**config.mk**
```make
export PLATFORM = sky130hd
export DESIGN_NAME = pdp_packer
export DESIGN_NICKNAME = d
export VERILOG_FILES = /design/src/pdp_pkg.sv /design/src/pdp_packer.sv /design/src/pdp_lane_map.sv /design/src/pdp_xfer_seq.sv
export SDC_FILE = /design/constraint.sdc
export NUM_CORES = 1
export LEC_CHECK = 0
export BUFFER_PORTS_ARGS = -buffer_cell sky130_fd_sc_hd__clkbuf_2
export CORE_MARGIN = 5
export CORE_UTILIZATION = 35
export CTS_BUF_LIST = sky130_fd_sc_hd__clkbuf_4 sky130_fd_sc_hd__clkbuf_8 sky130_fd_sc_hd__clkbuf_16
export DETAILED_ROUTE_END_ITERATION = 8
export PLACE_DENSITY = 0.66
export SETUP_SLACK_MARGIN = 0.1
export SLEW_MARGIN = 20
export SYNTH_ARGS = -nofsm -noshare
export SYNTH_HDL_FRONTEND = slang
export SYNTH_SLANG_ARGS = --single-unit
```
**constraint.sdc**
```tcl
create_clock -name CLK_SYS -period 2.3 [get_ports CLK_SYS]
set_input_delay 0.46 -clock CLK_SYS [delete_from_list [all_inputs] [get_ports CLK_SYS]]
set_output_delay 0.46 -clock CLK_SYS [all_outputs]
set_load 0.005 [all_outputs]
```
**src/pdp_pkg.sv**
```systemverilog
// Package for the process data packer: offsets, codes, counts and carriers.
// Assumes one 40 MHz system clock shared by every module that imports it.
package pdp_pkg;

  // Register offsets on the plain register port (byte addresses)
  localparam logic [7:0] PDP_OFS_COMMAND = 8'h00;
  localparam logic [7:0] PDP_OFS_DATA = 8'h04;
  localparam logic [7:0] PDP_OFS_CS = 8'h08;
  localparam logic [7:0] PDP_OFS_WORD0 = 8'h0C;
  localparam logic [7:0] PDP_OFS_WORD1 = 8'h10;
  localparam logic [7:0] PDP_OFS_WORD2 = 8'h14;
  localparam logic [7:0] PDP_OFS_INFO = 8'h18;

  // Command word codes
  localparam logic [7:0] PDP_CMD_TRANSFER = 8'h10;
  localparam logic [15:0] PDP_CMD_STOP_ALL = 16'h0800;
  localparam logic [3:0] PDP_CMD_STOP_HI = 4'h8;

  // Remote read opcodes in the top byte of the control/status word
  localparam logic [7:0] PDP_OP_READ_FIRST = 8'h44;
  localparam logic [7:0] PDP_OP_READ_LAST = 8'h47;

  // Field positions and reset values
  localparam int PDP_PTR_LSB = 0;
  localparam int PDP_BYTES = 12;
  localparam int PDP_WORDS = 3;
  localparam int PDP_PAYLOAD_BITS = 96;
  localparam logic [31:0] PDP_WORD_RESET = 32'h0000_0000;
  localparam logic [15:0] PDP_CMD_RESET = 16'h0000;

  // Transfer timeout: longest time, rounded down to whole cycles
  localparam int PDP_CLK_PERIOD_PS = 25000;
  localparam int PDP_XFER_TIMEOUT_US = 100;
  localparam int PDP_XFER_TIMEOUT_CYC = (PDP_XFER_TIMEOUT_US * 1000000) / PDP_CLK_PERIOD_PS;
  localparam logic [11:0] PDP_TIMEOUT_LAST = 12'(PDP_XFER_TIMEOUT_CYC - 1);

  // Transfer sequencer states, one-hot
  typedef enum logic [3:0] {
    PDP_ST_IDLE = 4'h1,
    PDP_ST_REQ = 4'h2,
    PDP_ST_WAIT = 4'h4,
    PDP_ST_DONE = 4'h8
  } pdp_state_e;

  // Incoming answer of one transfer from the link side
  typedef struct packed {
    logic [7:0] remote_flt;
    logic [7:0] link_state_code;
    logic [7:0] status;
    logic [7:0] local_flt;
    logic [95:0] payload;
  } pdp_link_in_s;

  // Setup information presented when a start completes
  typedef struct packed {
    logic [31:0] unit_number;
    logic [31:0] unit_name;
    logic [15:0] global_contents_pointer;
    logic [15:0] contents_table_pointer;
  } pdp_start_info_s;

endpackage

```
**src/pdp_packer.sv**
```systemverilog
// Per-channel interface register set for process data discovery and packing.
// Assumes a link engine that moves payload to and from the remote unit and
// answers each request with LINK_DONE; all inputs synchronous to CLK_SYS.
`timescale 1ns/1ps
module pdp_packer (
  input wire logic CLK_SYS,
  input wire logic SYS_RST,
  input wire logic [7:0] REG_ADDR,
  input wire logic [31:0] REG_WDATA,
  input wire logic REG_WR,
  input wire logic REG_RD,
  output logic [31:0] REG_RDATA,
  input wire logic START_DONE,
  input wire pdp_pkg::pdp_start_info_s START_INFO,
  output logic LINK_REQ,
  output logic [95:0] LINK_OUT_DATA,
  output logic [31:0] LINK_CS_REQ,
  input wire logic LINK_DONE,
  input wire logic LINK_ERR,
  input wire pdp_pkg::pdp_link_in_s LINK_IN,
  output logic [7:0] FIELD_OUT_A,
  output logic [7:0] FIELD_OUT_B,
  output logic NO_DISCOVERY
);
  import pdp_pkg::*;

  // Host-side registers
  logic [15:0] command_r; // Command word, cleared on completion
  logic data_fail_r; // Channel failure bit of the data word
  logic [31:0] cs_out_r; // Control/status as written (opcode, address)
  logic [31:0] cs_in_r; // Control/status as read back
  logic [2:0][31:0] out_word_r; // Outgoing interface words
  logic [2:0][31:0] in_word_r; // Incoming interface words
  logic no_disc_r; // Remote unit reports no contents table
  logic started_r; // A start has completed since the last stop all
  logic [31:0] rdata_r; // Read data, valid one cycle after REG_RD

  // Link-side output registers
  logic [95:0] link_out_r; // Payload sent with the transfer
  logic [31:0] link_cs_r; // Control/status sent with the transfer
  logic [7:0] field_a_r; // First terminal block outputs
  logic [7:0] field_b_r; // Second terminal block outputs

  // Sequencer wires
  logic seq_req; // One-cycle request to the link
  logic seq_finish; // One-cycle end of transfer
  logic seq_fail; // Transfer ended in error or timeout
  logic seq_busy; // Transfer in progress

  // Address decode
  logic hit_command; // Access to the command word
  logic hit_data; // Access to the data word
  logic hit_cs; // Access to the control/status word
  logic hit_info; // Access to the info word
  logic [1:0] word_idx; // Interface word index for word hits
  logic hit_word; // Access to one of the interface words

  assign hit_command = (REG_ADDR == PDP_OFS_COMMAND);
  assign hit_data = (REG_ADDR == PDP_OFS_DATA);
  assign hit_cs = (REG_ADDR == PDP_OFS_CS);
  assign hit_info = (REG_ADDR == PDP_OFS_INFO);
  assign hit_word = (REG_ADDR == PDP_OFS_WORD0) || (REG_ADDR == PDP_OFS_WORD1)
    || (REG_ADDR == PDP_OFS_WORD2);
  assign word_idx = (REG_ADDR == PDP_OFS_WORD0) ? 2'd0
    : (REG_ADDR == PDP_OFS_WORD1) ? 2'd1 : 2'd2;

  // Command decode on a write to the command word
  logic cmd_wr; // Host writes the command word
  logic is_transfer; // Written command is a transfer command
  logic is_stop_all; // Written command is stop all
  logic is_stop; // Written command is any stop
  logic xfer_go; // Transfer with this channel selected, link idle
  logic xfer_none; // Transfer with this channel not selected

  assign cmd_wr = REG_WR && hit_command;
  assign is_transfer = (REG_WDATA[15:8] == PDP_CMD_TRANSFER);
  assign is_stop_all = (REG_WDATA[15:0] == PDP_CMD_STOP_ALL);
  assign is_stop = (REG_WDATA[11:8] == PDP_CMD_STOP_HI) && (REG_WDATA[15:12] == 4'h0);
  assign xfer_go = cmd_wr && is_transfer && REG_WDATA[0] && !seq_busy;
  assign xfer_none = cmd_wr && is_transfer && !REG_WDATA[0];

  // Remote read opcode check on the control/status word
  logic cs_is_read; // Top byte holds a read opcode
  assign cs_is_read = (cs_out_r[31:24] >= PDP_OP_READ_FIRST)
    && (cs_out_r[31:24] <= PDP_OP_READ_LAST);

  // Incoming payload mapped onto three words
  logic [2:0][31:0] link_words; // Incoming payload as words
  pdp_lane_map u_lane_in (
    .payload(LINK_IN.payload),
    .words(link_words)
  );

  // Outgoing words flattened back into payload order
  logic [95:0] out_payload; // Outgoing words as one payload
  assign out_payload = {out_word_r[2], out_word_r[1], out_word_r[0]};

  // Transfer sequencer
  pdp_xfer_seq u_seq (
    .clk(CLK_SYS),
    .rst(SYS_RST),
    .go(xfer_go),
    .link_done(LINK_DONE),
    .link_err(LINK_ERR),
    .req_r(seq_req),
    .finish_r(seq_finish),
    .fail_r(seq_fail),
    .busy(seq_busy)
  );

  // Read mux for the register port
  logic [31:0] rd_mux; // Selected read value
  assign rd_mux = hit_command ? {16'h0000, command_r}
    : hit_data ? {31'h0, data_fail_r}
    : hit_cs ? cs_in_r
    : hit_word ? in_word_r[word_idx]
    : hit_info ? {29'h0, started_r, seq_busy, no_disc_r}
    : 32'h0000_0000;

  // Local fault byte: link errors set, stop clears, set wins
  logic [7:0] local_flt_nxt; // Next local fault byte
  assign local_flt_nxt = (seq_finish ? LINK_IN.local_flt : 8'h00)
    | ((cmd_wr && is_stop) ? 8'h00 : cs_in_r[7:0]);

  // Command word: written by host, cleared on completion
  always_ff @(posedge CLK_SYS) begin
    if (SYS_RST) begin
      command_r <= PDP_CMD_RESET;
    end else if (cmd_wr && !is_transfer) begin
      // Other commands are outside this block and complete at once
      command_r <= PDP_CMD_RESET;
    end else if (xfer_go) begin
      command_r <= REG_WDATA[15:0];
    end else if (xfer_none || seq_finish) begin
      command_r <= PDP_CMD_RESET;
    end
  end

  // Data word: failure bit of the last transfer
  always_ff @(posedge CLK_SYS) begin
    if (SYS_RST) begin
      data_fail_r <= 1'b0;
    end else if (seq_finish) begin
      data_fail_r <= seq_fail;
    end else if (xfer_go) begin
      data_fail_r <= 1'b0;
    end
  end

  // Control/status as written by the host
  always_ff @(posedge CLK_SYS) begin
    if (SYS_RST) begin
      cs_out_r <= PDP_WORD_RESET;
    end else if (REG_WR && hit_cs) begin
      cs_out_r <= REG_WDATA;
    end else if (seq_finish) begin
      // A remote read request is consumed by one transfer
      cs_out_r <= PDP_WORD_RESET;
    end
  end

  // Control/status as read: faults, link state, status code
  always_ff @(posedge CLK_SYS) begin
    if (SYS_RST) begin
      cs_in_r <= PDP_WORD_RESET;
    end else if (seq_finish) begin
      cs_in_r <= {LINK_IN.remote_flt, LINK_IN.link_state_code,
        LINK_IN.status, local_flt_nxt};
    end else if (cmd_wr && is_stop_all) begin
      cs_in_r <= PDP_WORD_RESET;
    end else begin
      cs_in_r[7:0] <= local_flt_nxt;
    end
  end

  // Outgoing words written by the host ahead of a transfer
  always_ff @(posedge CLK_SYS) begin
    if (SYS_RST) begin
      out_word_r <= '0;
    end else if (REG_WR && hit_word) begin
      out_word_r[word_idx] <= REG_WDATA;
    end
  end

  // Incoming words: setup data at start, payload after a transfer without failure
  always_ff @(posedge CLK_SYS) begin
    if (SYS_RST) begin
      in_word_r <= '0;
    end else if (START_DONE) begin
      in_word_r[0] <= START_INFO.unit_number;
      in_word_r[1] <= START_INFO.unit_name;
      in_word_r[2] <= {START_INFO.global_contents_pointer,
        START_INFO.contents_table_pointer};
    end else if (seq_finish && !seq_fail) begin
      in_word_r <= link_words;
    end
  end

  // Discovery support flag and start tracking
  always_ff @(posedge CLK_SYS) begin
    if (SYS_RST) begin
      no_disc_r <= 1'b0;
      started_r <= 1'b0;
    end else if (START_DONE) begin
      no_disc_r <= (START_INFO.contents_table_pointer == 16'h0000);
      started_r <= 1'b1;
    end else if (cmd_wr && is_stop_all) begin
      no_disc_r <= 1'b0;
      started_r <= 1'b0;
    end
  end

  // Payload and request word latched when the transfer is issued
  always_ff @(posedge CLK_SYS) begin
    if (SYS_RST) begin
      link_out_r <= '0;
      link_cs_r <= PDP_WORD_RESET;
    end else if (xfer_go) begin
      link_out_r <= out_payload;
      link_cs_r <= cs_is_read ? cs_out_r : PDP_WORD_RESET;
    end
  end

  // Terminal block outputs follow outgoing word 0 bytes 0 and 1
  always_ff @(posedge CLK_SYS) begin
    if (SYS_RST) begin
      field_a_r <= 8'h00;
      field_b_r <= 8'h00;
    end else if (xfer_go) begin
      field_a_r <= out_word_r[0][7:0];
      field_b_r <= out_word_r[0][15:8];
    end
  end

  // Read data stands only in the cycle after the strobe
  always_ff @(posedge CLK_SYS) begin
    if (SYS_RST) begin
      rdata_r <= 32'h0000_0000;
    end else begin
      rdata_r <= REG_RD ? rd_mux : 32'h0000_0000;
    end
  end

  // Outputs straight from flip-flops
  assign REG_RDATA = rdata_r;
  assign LINK_REQ = seq_req;
  assign LINK_OUT_DATA = link_out_r;
  assign LINK_CS_REQ = link_cs_r;
  assign FIELD_OUT_A = field_a_r;
  assign FIELD_OUT_B = field_b_r;
  assign NO_DISCOVERY = no_disc_r;

endmodule // pdp_packer

```
**src/pdp_lane_map.sv**
```systemverilog
// Byte lane mapper between the 96-bit payload and three 32-bit words.
// Assumes payload byte 0 is the least significant byte of the payload.
`timescale 1ns/1ps
module pdp_lane_map (
  input wire logic [95:0] payload,
  output logic [2:0][31:0] words
);
  import pdp_pkg::*;

  // Byte i lands in word i/4, lane i%4, filling low lanes first
  genvar gi;
  generate
    for (gi = 0; gi < PDP_BYTES; gi++) begin : g_lane
      assign words[gi / 4][(gi % 4) * 8 +: 8] = payload[gi * 8 +: 8];
    end
  endgenerate

endmodule // pdp_lane_map

```
**src/pdp_xfer_seq.sv**
```systemverilog
// Transfer sequencer: one request to the link, then wait for done or timeout.
// Assumes the link answers a request with a one-cycle done pulse.
`timescale 1ns/1ps
module pdp_xfer_seq (
  input wire logic clk,
  input wire logic rst,
  input wire logic go,
  input wire logic link_done,
  input wire logic link_err,
  output logic req_r,
  output logic finish_r,
  output logic fail_r,
  output logic busy
);
  import pdp_pkg::*;

  pdp_state_e state_r; // Current state
  pdp_state_e state_nxt; // Next state
  logic [11:0] wait_r; // Cycles spent waiting for the link
  logic timed_out; // Wait hit the timeout limit

  assign timed_out = (wait_r == PDP_TIMEOUT_LAST);
  assign busy = (state_r != PDP_ST_IDLE);

  // Next-state logic
  always_comb begin
    state_nxt = state_r;
    case (state_r)
      PDP_ST_IDLE: begin
        if (go) begin
          state_nxt = PDP_ST_REQ;
        end
      end
      PDP_ST_REQ: begin
        state_nxt = PDP_ST_WAIT;
      end
      PDP_ST_WAIT: begin
        // Done or timeout both end the transfer
        if (link_done || timed_out) begin
          state_nxt = PDP_ST_DONE;
        end
      end
      default: begin
        state_nxt = PDP_ST_IDLE;
      end
    endcase
  end

  // State, wait counter and pulses
  always_ff @(posedge clk) begin
    if (rst) begin
      state_r <= PDP_ST_IDLE;
      wait_r <= '0;
      req_r <= 1'b0;
      finish_r <= 1'b0;
      fail_r <= 1'b0;
    end else begin
      state_r <= state_nxt;
      wait_r <= (state_r == PDP_ST_WAIT) ? wait_r + 12'h001 : 12'h000;
      req_r <= (state_nxt == PDP_ST_REQ);
      finish_r <= (state_nxt == PDP_ST_DONE);
      if (state_r == PDP_ST_WAIT && state_nxt == PDP_ST_DONE) begin
        fail_r <= link_err || !link_done;
      end
    end
  end

endmodule // pdp_xfer_seq

```
==> metrics, run 1 <==
result of the run finished, final reports clean; cell accounting for the most synthesized area dfxtp_1; die extent in x 232 µm; met3 usage around 4.2%; largest net degree at the start of global routing 170; final standard cell utilization of the core 45.6%; IO Count ~450; # setup viols final 0; Post-DP HPWL 44900 µm; category of the worst setup path capture point flip-flop; maximum fanout along the worst path 6; number of clock sinks 454; slew at the pin closest to its max-slew limit ~1 ns; post-synth cell types 57; kind of launch point of the worst setup path primary input; leakage component of the power 9.04 nW; total global-route track usage roughly 22%; clock-pin slew reported for the worst setup and hold paths after clock tree synthesis 0.06 ns; number of enable-type register cells in the synthesized netlist 0; CTS tree yes; Async S/R FF share, synth 0%; worst hold-check path type primary input to flip-flop; yosys synthesis warning count 0; routing usage on met1 between 20% and 30%; vias after detailed routing between 15000 and 20000; Longest Clk Path Bufs 3; post-detailed-route via-to-cell ratio 5.17; via count of the first global-routing pass 15200; Avg Synthesized Cell Area ~9 µm²; layer with the highest usage met2; power density normalized to cell area 775 nW/µm²; number of buffers added for setup after CTS 0; Filler Cell Count 4663; number of max-slew violations in the final report 0; routed wire length per instance about 20 µm; number of storage elements in the synthesis netlist 454; Crit path required time 2.80 ns; die area around 54000 µm²; largest voltage drop on the vdd net around 0.00056 V; Worst Path Arrival approximately 2.5 ns; total of hold buffers inserted after clock tree synthesis 0; detailed-route wire length roughly 60000 µm; CTS H-tree lvls 2; remaining max-slew budget at the tightest pin 31.0%; Post-Route Hold Slack 0.0930 ns; antenna violations before repair 12; die extent in y 232 µm; global placer's final weighted congestion roughly 0.87; fraction of layout cells with a size suffix above 1 27.1%; Final Hold Viols 0; type of the worst setup path primary input to flip-flop; count of mapped cells out of synthesis 1940; area growth from synthesis to layout 29.3%; number of violations reported at the end of detailed-routing iteration 0 about 1400; cell row count just over 80; area taken by multi-input logic gates around 7300 µm²; shortest period the worst path allows around 2 ns; maximum capacitance violations 0; register cell area after layout 9090 µm²; core area between 40000 and 50000 µm²; Final period util slightly below 90%; met2 track demand over resource in global routing 36.2%; Post-Syn Area ~17000 µm²; Setup Skew roughly 0.019 ns; Post-layout nets approximately 2600; leading cell types by total area after synthesis dfxtp_1 (53%), nand2_1 (9.8%), a21oi_1 (6.9%); Remaining DRCs 0; Pwr Total roughly 0.017 W; clock tree root driver cell clkbuf_16; cts repair resizes 0; area share of the largest cell type after synthesis approximately 53%; input/output buffers 448; Seq/Total Area, Yosys a little over half; remaining antenna violation count 0; clock buffers created by TritonCTS 48; nets in the synthesized netlist between 2000 and 2500; wire length of the first global-routing pass 90200 µm; first-pass iteration count of the detailed router 7; max frequency 0.501 GHz; gr ovfl total 0; Clock Latency Late Sink 0.58 ns; unrepaired setup endpoints after global routing no; predominant post-synthesis flop cell dfxtp_1; initial cell density of the core a little over a third
-- cell type report --
type / instances / area share (%)
inverter: 7 / 0.118
tap: 664 / 3.73
multi-input combinational: 1306 / 32.8
sequential: 454 / 40.9
clock inverter: 16 / 1.01
clock buffer: 72 / 6.63
timing repair buffer: 547 / 14.7
antenna: 10 / 0.112
-- final timing paths --
path | start | endpoint | slack, ns | cells past startpoint
max | REG_ADDR[4] | LINK_CS_REQ[30] | 0.30 | 8
min | LINK_IN[116] | cs_in_r[20] | 0.09 | 2
max reg2reg | u_seq.state_r[1] | LINK_CS_REQ[30] | 0.33 | 5
min reg2reg | LINK_OUT_DATA[33] | LINK_OUT_DATA[33] | 0.45 | 2
-- critical path, stage by stage --
cell,delay [ns]
clkbuf_2,0.11
nor4_4,0.30
buf_4,0.16
and3_1,0.34
buf_4,0.21
nand4_1,0.24
nand4bb_1,0.41
a21oi_1,0.25
-- power by group --
group          switching, W  internal [W]  leakage (nW)
clock               0.00322       0.00490         0.843
combinational      0.000604      0.000449          4.51
sequential        0.0000775       0.00800          3.68
-- state kept, by name (all words and copies together), names as in the netlist --
name            flops
u_seq.req_r         1
LINK_OUT_DATA      96
u_seq.state_r       4
u_seq.fail_r        1
LINK_CS_REQ        32
data_fail_r         1
out_payload        96
REG_RDATA          32
command_r          16
in_word_r          96
started_r           1
cs_out_r           32
cs_in_r            32
u_seq.finish_r      1
NO_DISCOVERY        1
u_seq.wait_r       12
-- per-stage QoR --
stage               area, µm²  TNS (ns)  instances  setup slack, ns
finish                  22200         0       3076            0.304
global route            22200         0       3075            0.145
CTS                     22200         0       3066            0.250
detailed placement      20500    -24.50       2978           -0.378
global placement        20500    -19.32       2978           -0.317
floorplan               17200         0       1940            0.156
-- per-layer routing --
metal	share of wire, %	wire length, µm	vias to the layer above
li1	-	-	7611
met1	40	24500	7424
met2	49	29700	743
met3	7.9	4860	107
met4	3.6	2220	4
met5	0.042	26	-
-- synthesized netlist by cell type, types with 5 or more instances --
cell type,number
inv_1,6
nor4_1,7
and4_1,5
o21ai_0,34
mux2i_1,97
dfxtp_1,454
a22oi_1,28
nand2_1,448
a21oi_1,236
nand4_1,5
buf_6,7
nand2b_1,5
and3_1,12
clkbuf_1,116
nor2b_1,8
buf_1,7
nand3_1,42
a211oi_1,97
buf_2,19
xor2_1,6
a222oi_1,29
and2_1,10
nor2_1,135
buf_4,23
a22o_1,52
-- cells in the final DEF, fill, tap and decap left out, drive strengths merged, types with 42 or more instances in the layout --
cell	instances
nor2	137
mux2i	97
a211oi	97
buf	101
dfxtp	454
a21oi	236
clkbuf	518
nand3	42
a22o	52
nand2	448
-- cells by family (layout without fill, tap and decap cells) --
kind of cell             after synthesis  in the layout  share of synthesized area [%]
flip-flops                           454            454                           52.8
XOR/XNOR                               9              9                          0.458
AO/OA/AOI/OAI                        491            491                           18.4
AND/OR/NAND/NOR                      706            706                           17.5
other                                  0             10                              0
buffers and inverters                180            642                           4.94
adder cells (fa/ha/maj)                1              1                         0.0727
multiplexers                          99             99                           5.77
Power figures use the tool's default switching activity.
==> run 2: changes to the inputs <==
Settings changed: CORE_MARGIN 5 to 2, CTS_CLUSTER_DIAMETER set to 200.
==> run 2 against run 1 <==
Net effect: final cell count about the same; register-to-register slack better by 0.07 ns; total power up 1.0%; critical path type unchanged; largest cell class unchanged; largest power group unchanged.
==> metrics, run 2 (same netlist as run 1, synthesis figures left out) <==
type of the worst setup path primary input to flip-flop; clock tree root driver cell clkbuf_16; Setup Skew between 0.06 and 0.07 ns; clock buffers created by TritonCTS 48; via count of the first global-routing pass between 15000 and 20000; Post-Route Hold Slack ~0.066 ns; core area roughly 50000 µm²; most frequent cells in the layout dfxtp_1 (454), nand2_1 (448), clkbuf_2 (446); global placer's final weighted congestion between 0.8 and 0.9; CTS H-tree lvls 2; power density normalized to cell area 780 nW/µm²; Remaining DRCs 0; total global-route track usage about 23%; maximum fanout along the worst path 26; uppermost layer routed met4; input/output buffers approximately 450; total placed cells including tap cells around 3000; cell type of the slowest stage on the worst timing path nor2_2; Final Hold Viols 0; Clock Latency Late Sink 0.61 ns; critical path's top delay family simple AND/OR/NAND/NOR gates; Worst Path Arrival approximately 2.5 ns; largest voltage drop on the vdd net 0.000566 V; post-detailed-route via-to-cell ratio between 5 and 6; number of violations reported at the end of detailed-routing iteration 0 about 1400; delay of the slowest cell on the worst path a little under 0.8 ns; die extent in x 226 µm; area growth from synthesis to layout 29.8%; total of hold buffers inserted after clock tree synthesis 0; Crit path required time 2.79 ns; fraction of layout cells with a size suffix above 1 a little over a quarter; die extent in y around 230 µm; clock-pin slew reported for the worst setup and hold paths after clock tree synthesis about 0.070 ns; die area 50900 µm²; largest net degree at the start of global routing about 200; post-route met1 wirelength between 20000 and 25000 µm; Filler Cell Count 4693; Longest Clk Path Bufs 3; Final period util ~86%; buffers and inverters on the worst path 2; post-route worst setup slack 0.328 ns; CTS tree yes; number of buffers added for setup after CTS 0; number of clock sinks ~450; met2 WL post-DR slightly below 30000 µm; most common cell after layout, fill and taps aside dfxtp_1; remaining antenna violation count 0; category of the worst setup path capture point flip-flop; Post-layout nets between 2000 and 3000; Post-DP HPWL roughly 44000 µm; gr ovfl total 0; vias after detailed routing ~16000; cts repair resizes 0; max frequency between 0.5 and 0.6 GHz; worst hold-check path type primary input to flip-flop; # setup viols final 0; initial cell density of the core between 30% and 40%; detailed-route wire length 60500 µm; leakage component of the power roughly 9.1 nW; unrepaired setup endpoints after global routing no; Pwr Total 0.0174 W; final design area excluding fillers 22300 µm²; result of the run finished, final reports clean; remaining max-slew budget at the tightest pin a little under a third; cell row count just over 80; slew at the pin closest to its max-slew limit about 1.0 ns; wire length of the first global-routing pass 89100 µm; worst setup slack before clock tree synthesis -0.238 ns; IO Count between 400 and 500; cell area after placement roughly 20000 µm²; met3 layer wire length in the routed design roughly 4400 µm; first-pass iteration count of the detailed router 7; antenna violations before repair 7; maximum capacitance violations 0; shortest period the worst path allows around 2 ns; number of max-slew violations in the final report 0; kind of launch point of the worst setup path primary input; routed wire length per instance between 15 and 20 µm; non-filler instance count after layout around 3000; cell-by-cell listing of the critical path clkbuf_2 > nor4_4 > buf_4 > and3_1 > and4_4 > nor2_2 > a22o_1
run 2: changes by cell type in the layout (fill, tap and decap cells not counted), moves of 3 or more:
cell      previous run  this run
clkbuf_4            11         4
clkinv_2             7        10
buf_4               77        83
diode_2             10         3
inv_6                0         5
run 2: worst register-to-register path, stage by stage, from the launching register on:
cell	delay (ns)
dfxtp_1	0.33
nor4b_1	0.43
buf_4	0.23
nand4_1	0.22
buf_4	0.22
nand4bb_1	0.21
a21oi_1	0.17
run 2: layout make-up:
type | count | area, µm² | area share (%)
Sequential cell | 454 | 9090 | 40.7
Clock inverter | 26 | 347 | 1.55
Inverter | 7 | 26.3 | 0.118
Clock buffer | 62 | 1370 | 6.13
Multi-Input combinational cell | 1306 | 7300 | 32.7
Timing Repair Buffer | 555 | 3360 | 15.1
Antenna cell | 3 | 7.51 | 0.0336
Tap cell | 664 | 831 | 3.72
run 2: metrics by stage:
stage	TNS [ns]	utilization, %
6_report	0	45.8
5_1_grt	0	45.8
4_1_cts	0	45.8
3_5_place_dp	-24.54	42.3
3_3_place_gp	-16.01	42.3
2_1_floorplan	0	-
run 2: worst paths after layout:
| kind | from | to | slack [ns] | cells after the start |
|---|---|---|---|---|
| worst max-delay path | REG_ADDR[4] | LINK_CS_REQ[7] | 0.33 | 7 |
| worst max register to register | u_seq.state_r[1] | LINK_CS_REQ[30] | 0.40 | 6 |
| worst min-delay path | LINK_IN[118] | cs_in_r[22] | 0.07 | 2 |
| worst min register to register | out_payload[15] | LINK_OUT_DATA[15] | 0.43 | 2 |
run 2: report_power, final:
group / switching [W] / total [W] / internal (W)
sequential: 0.0000758 / 0.00807 / 0.00800
clock: 0.00334 / 0.00827 / 0.00493
combinational: 0.000622 / 0.00108 / 0.000460
total: 0.00404 / 0.0174 / 0.0134
run 2: routing by layer:
| metal | track usage [%] | vias to the layer above |
|---|---|---|
| li1 | - | 7636 |
| met3 | 4.51 | 96 |
| met1 | 28.2 | 7354 |
| met4 | 8.69 | 0 |
| met5 | 0 | - |
| met2 | 40.1 | 700 |
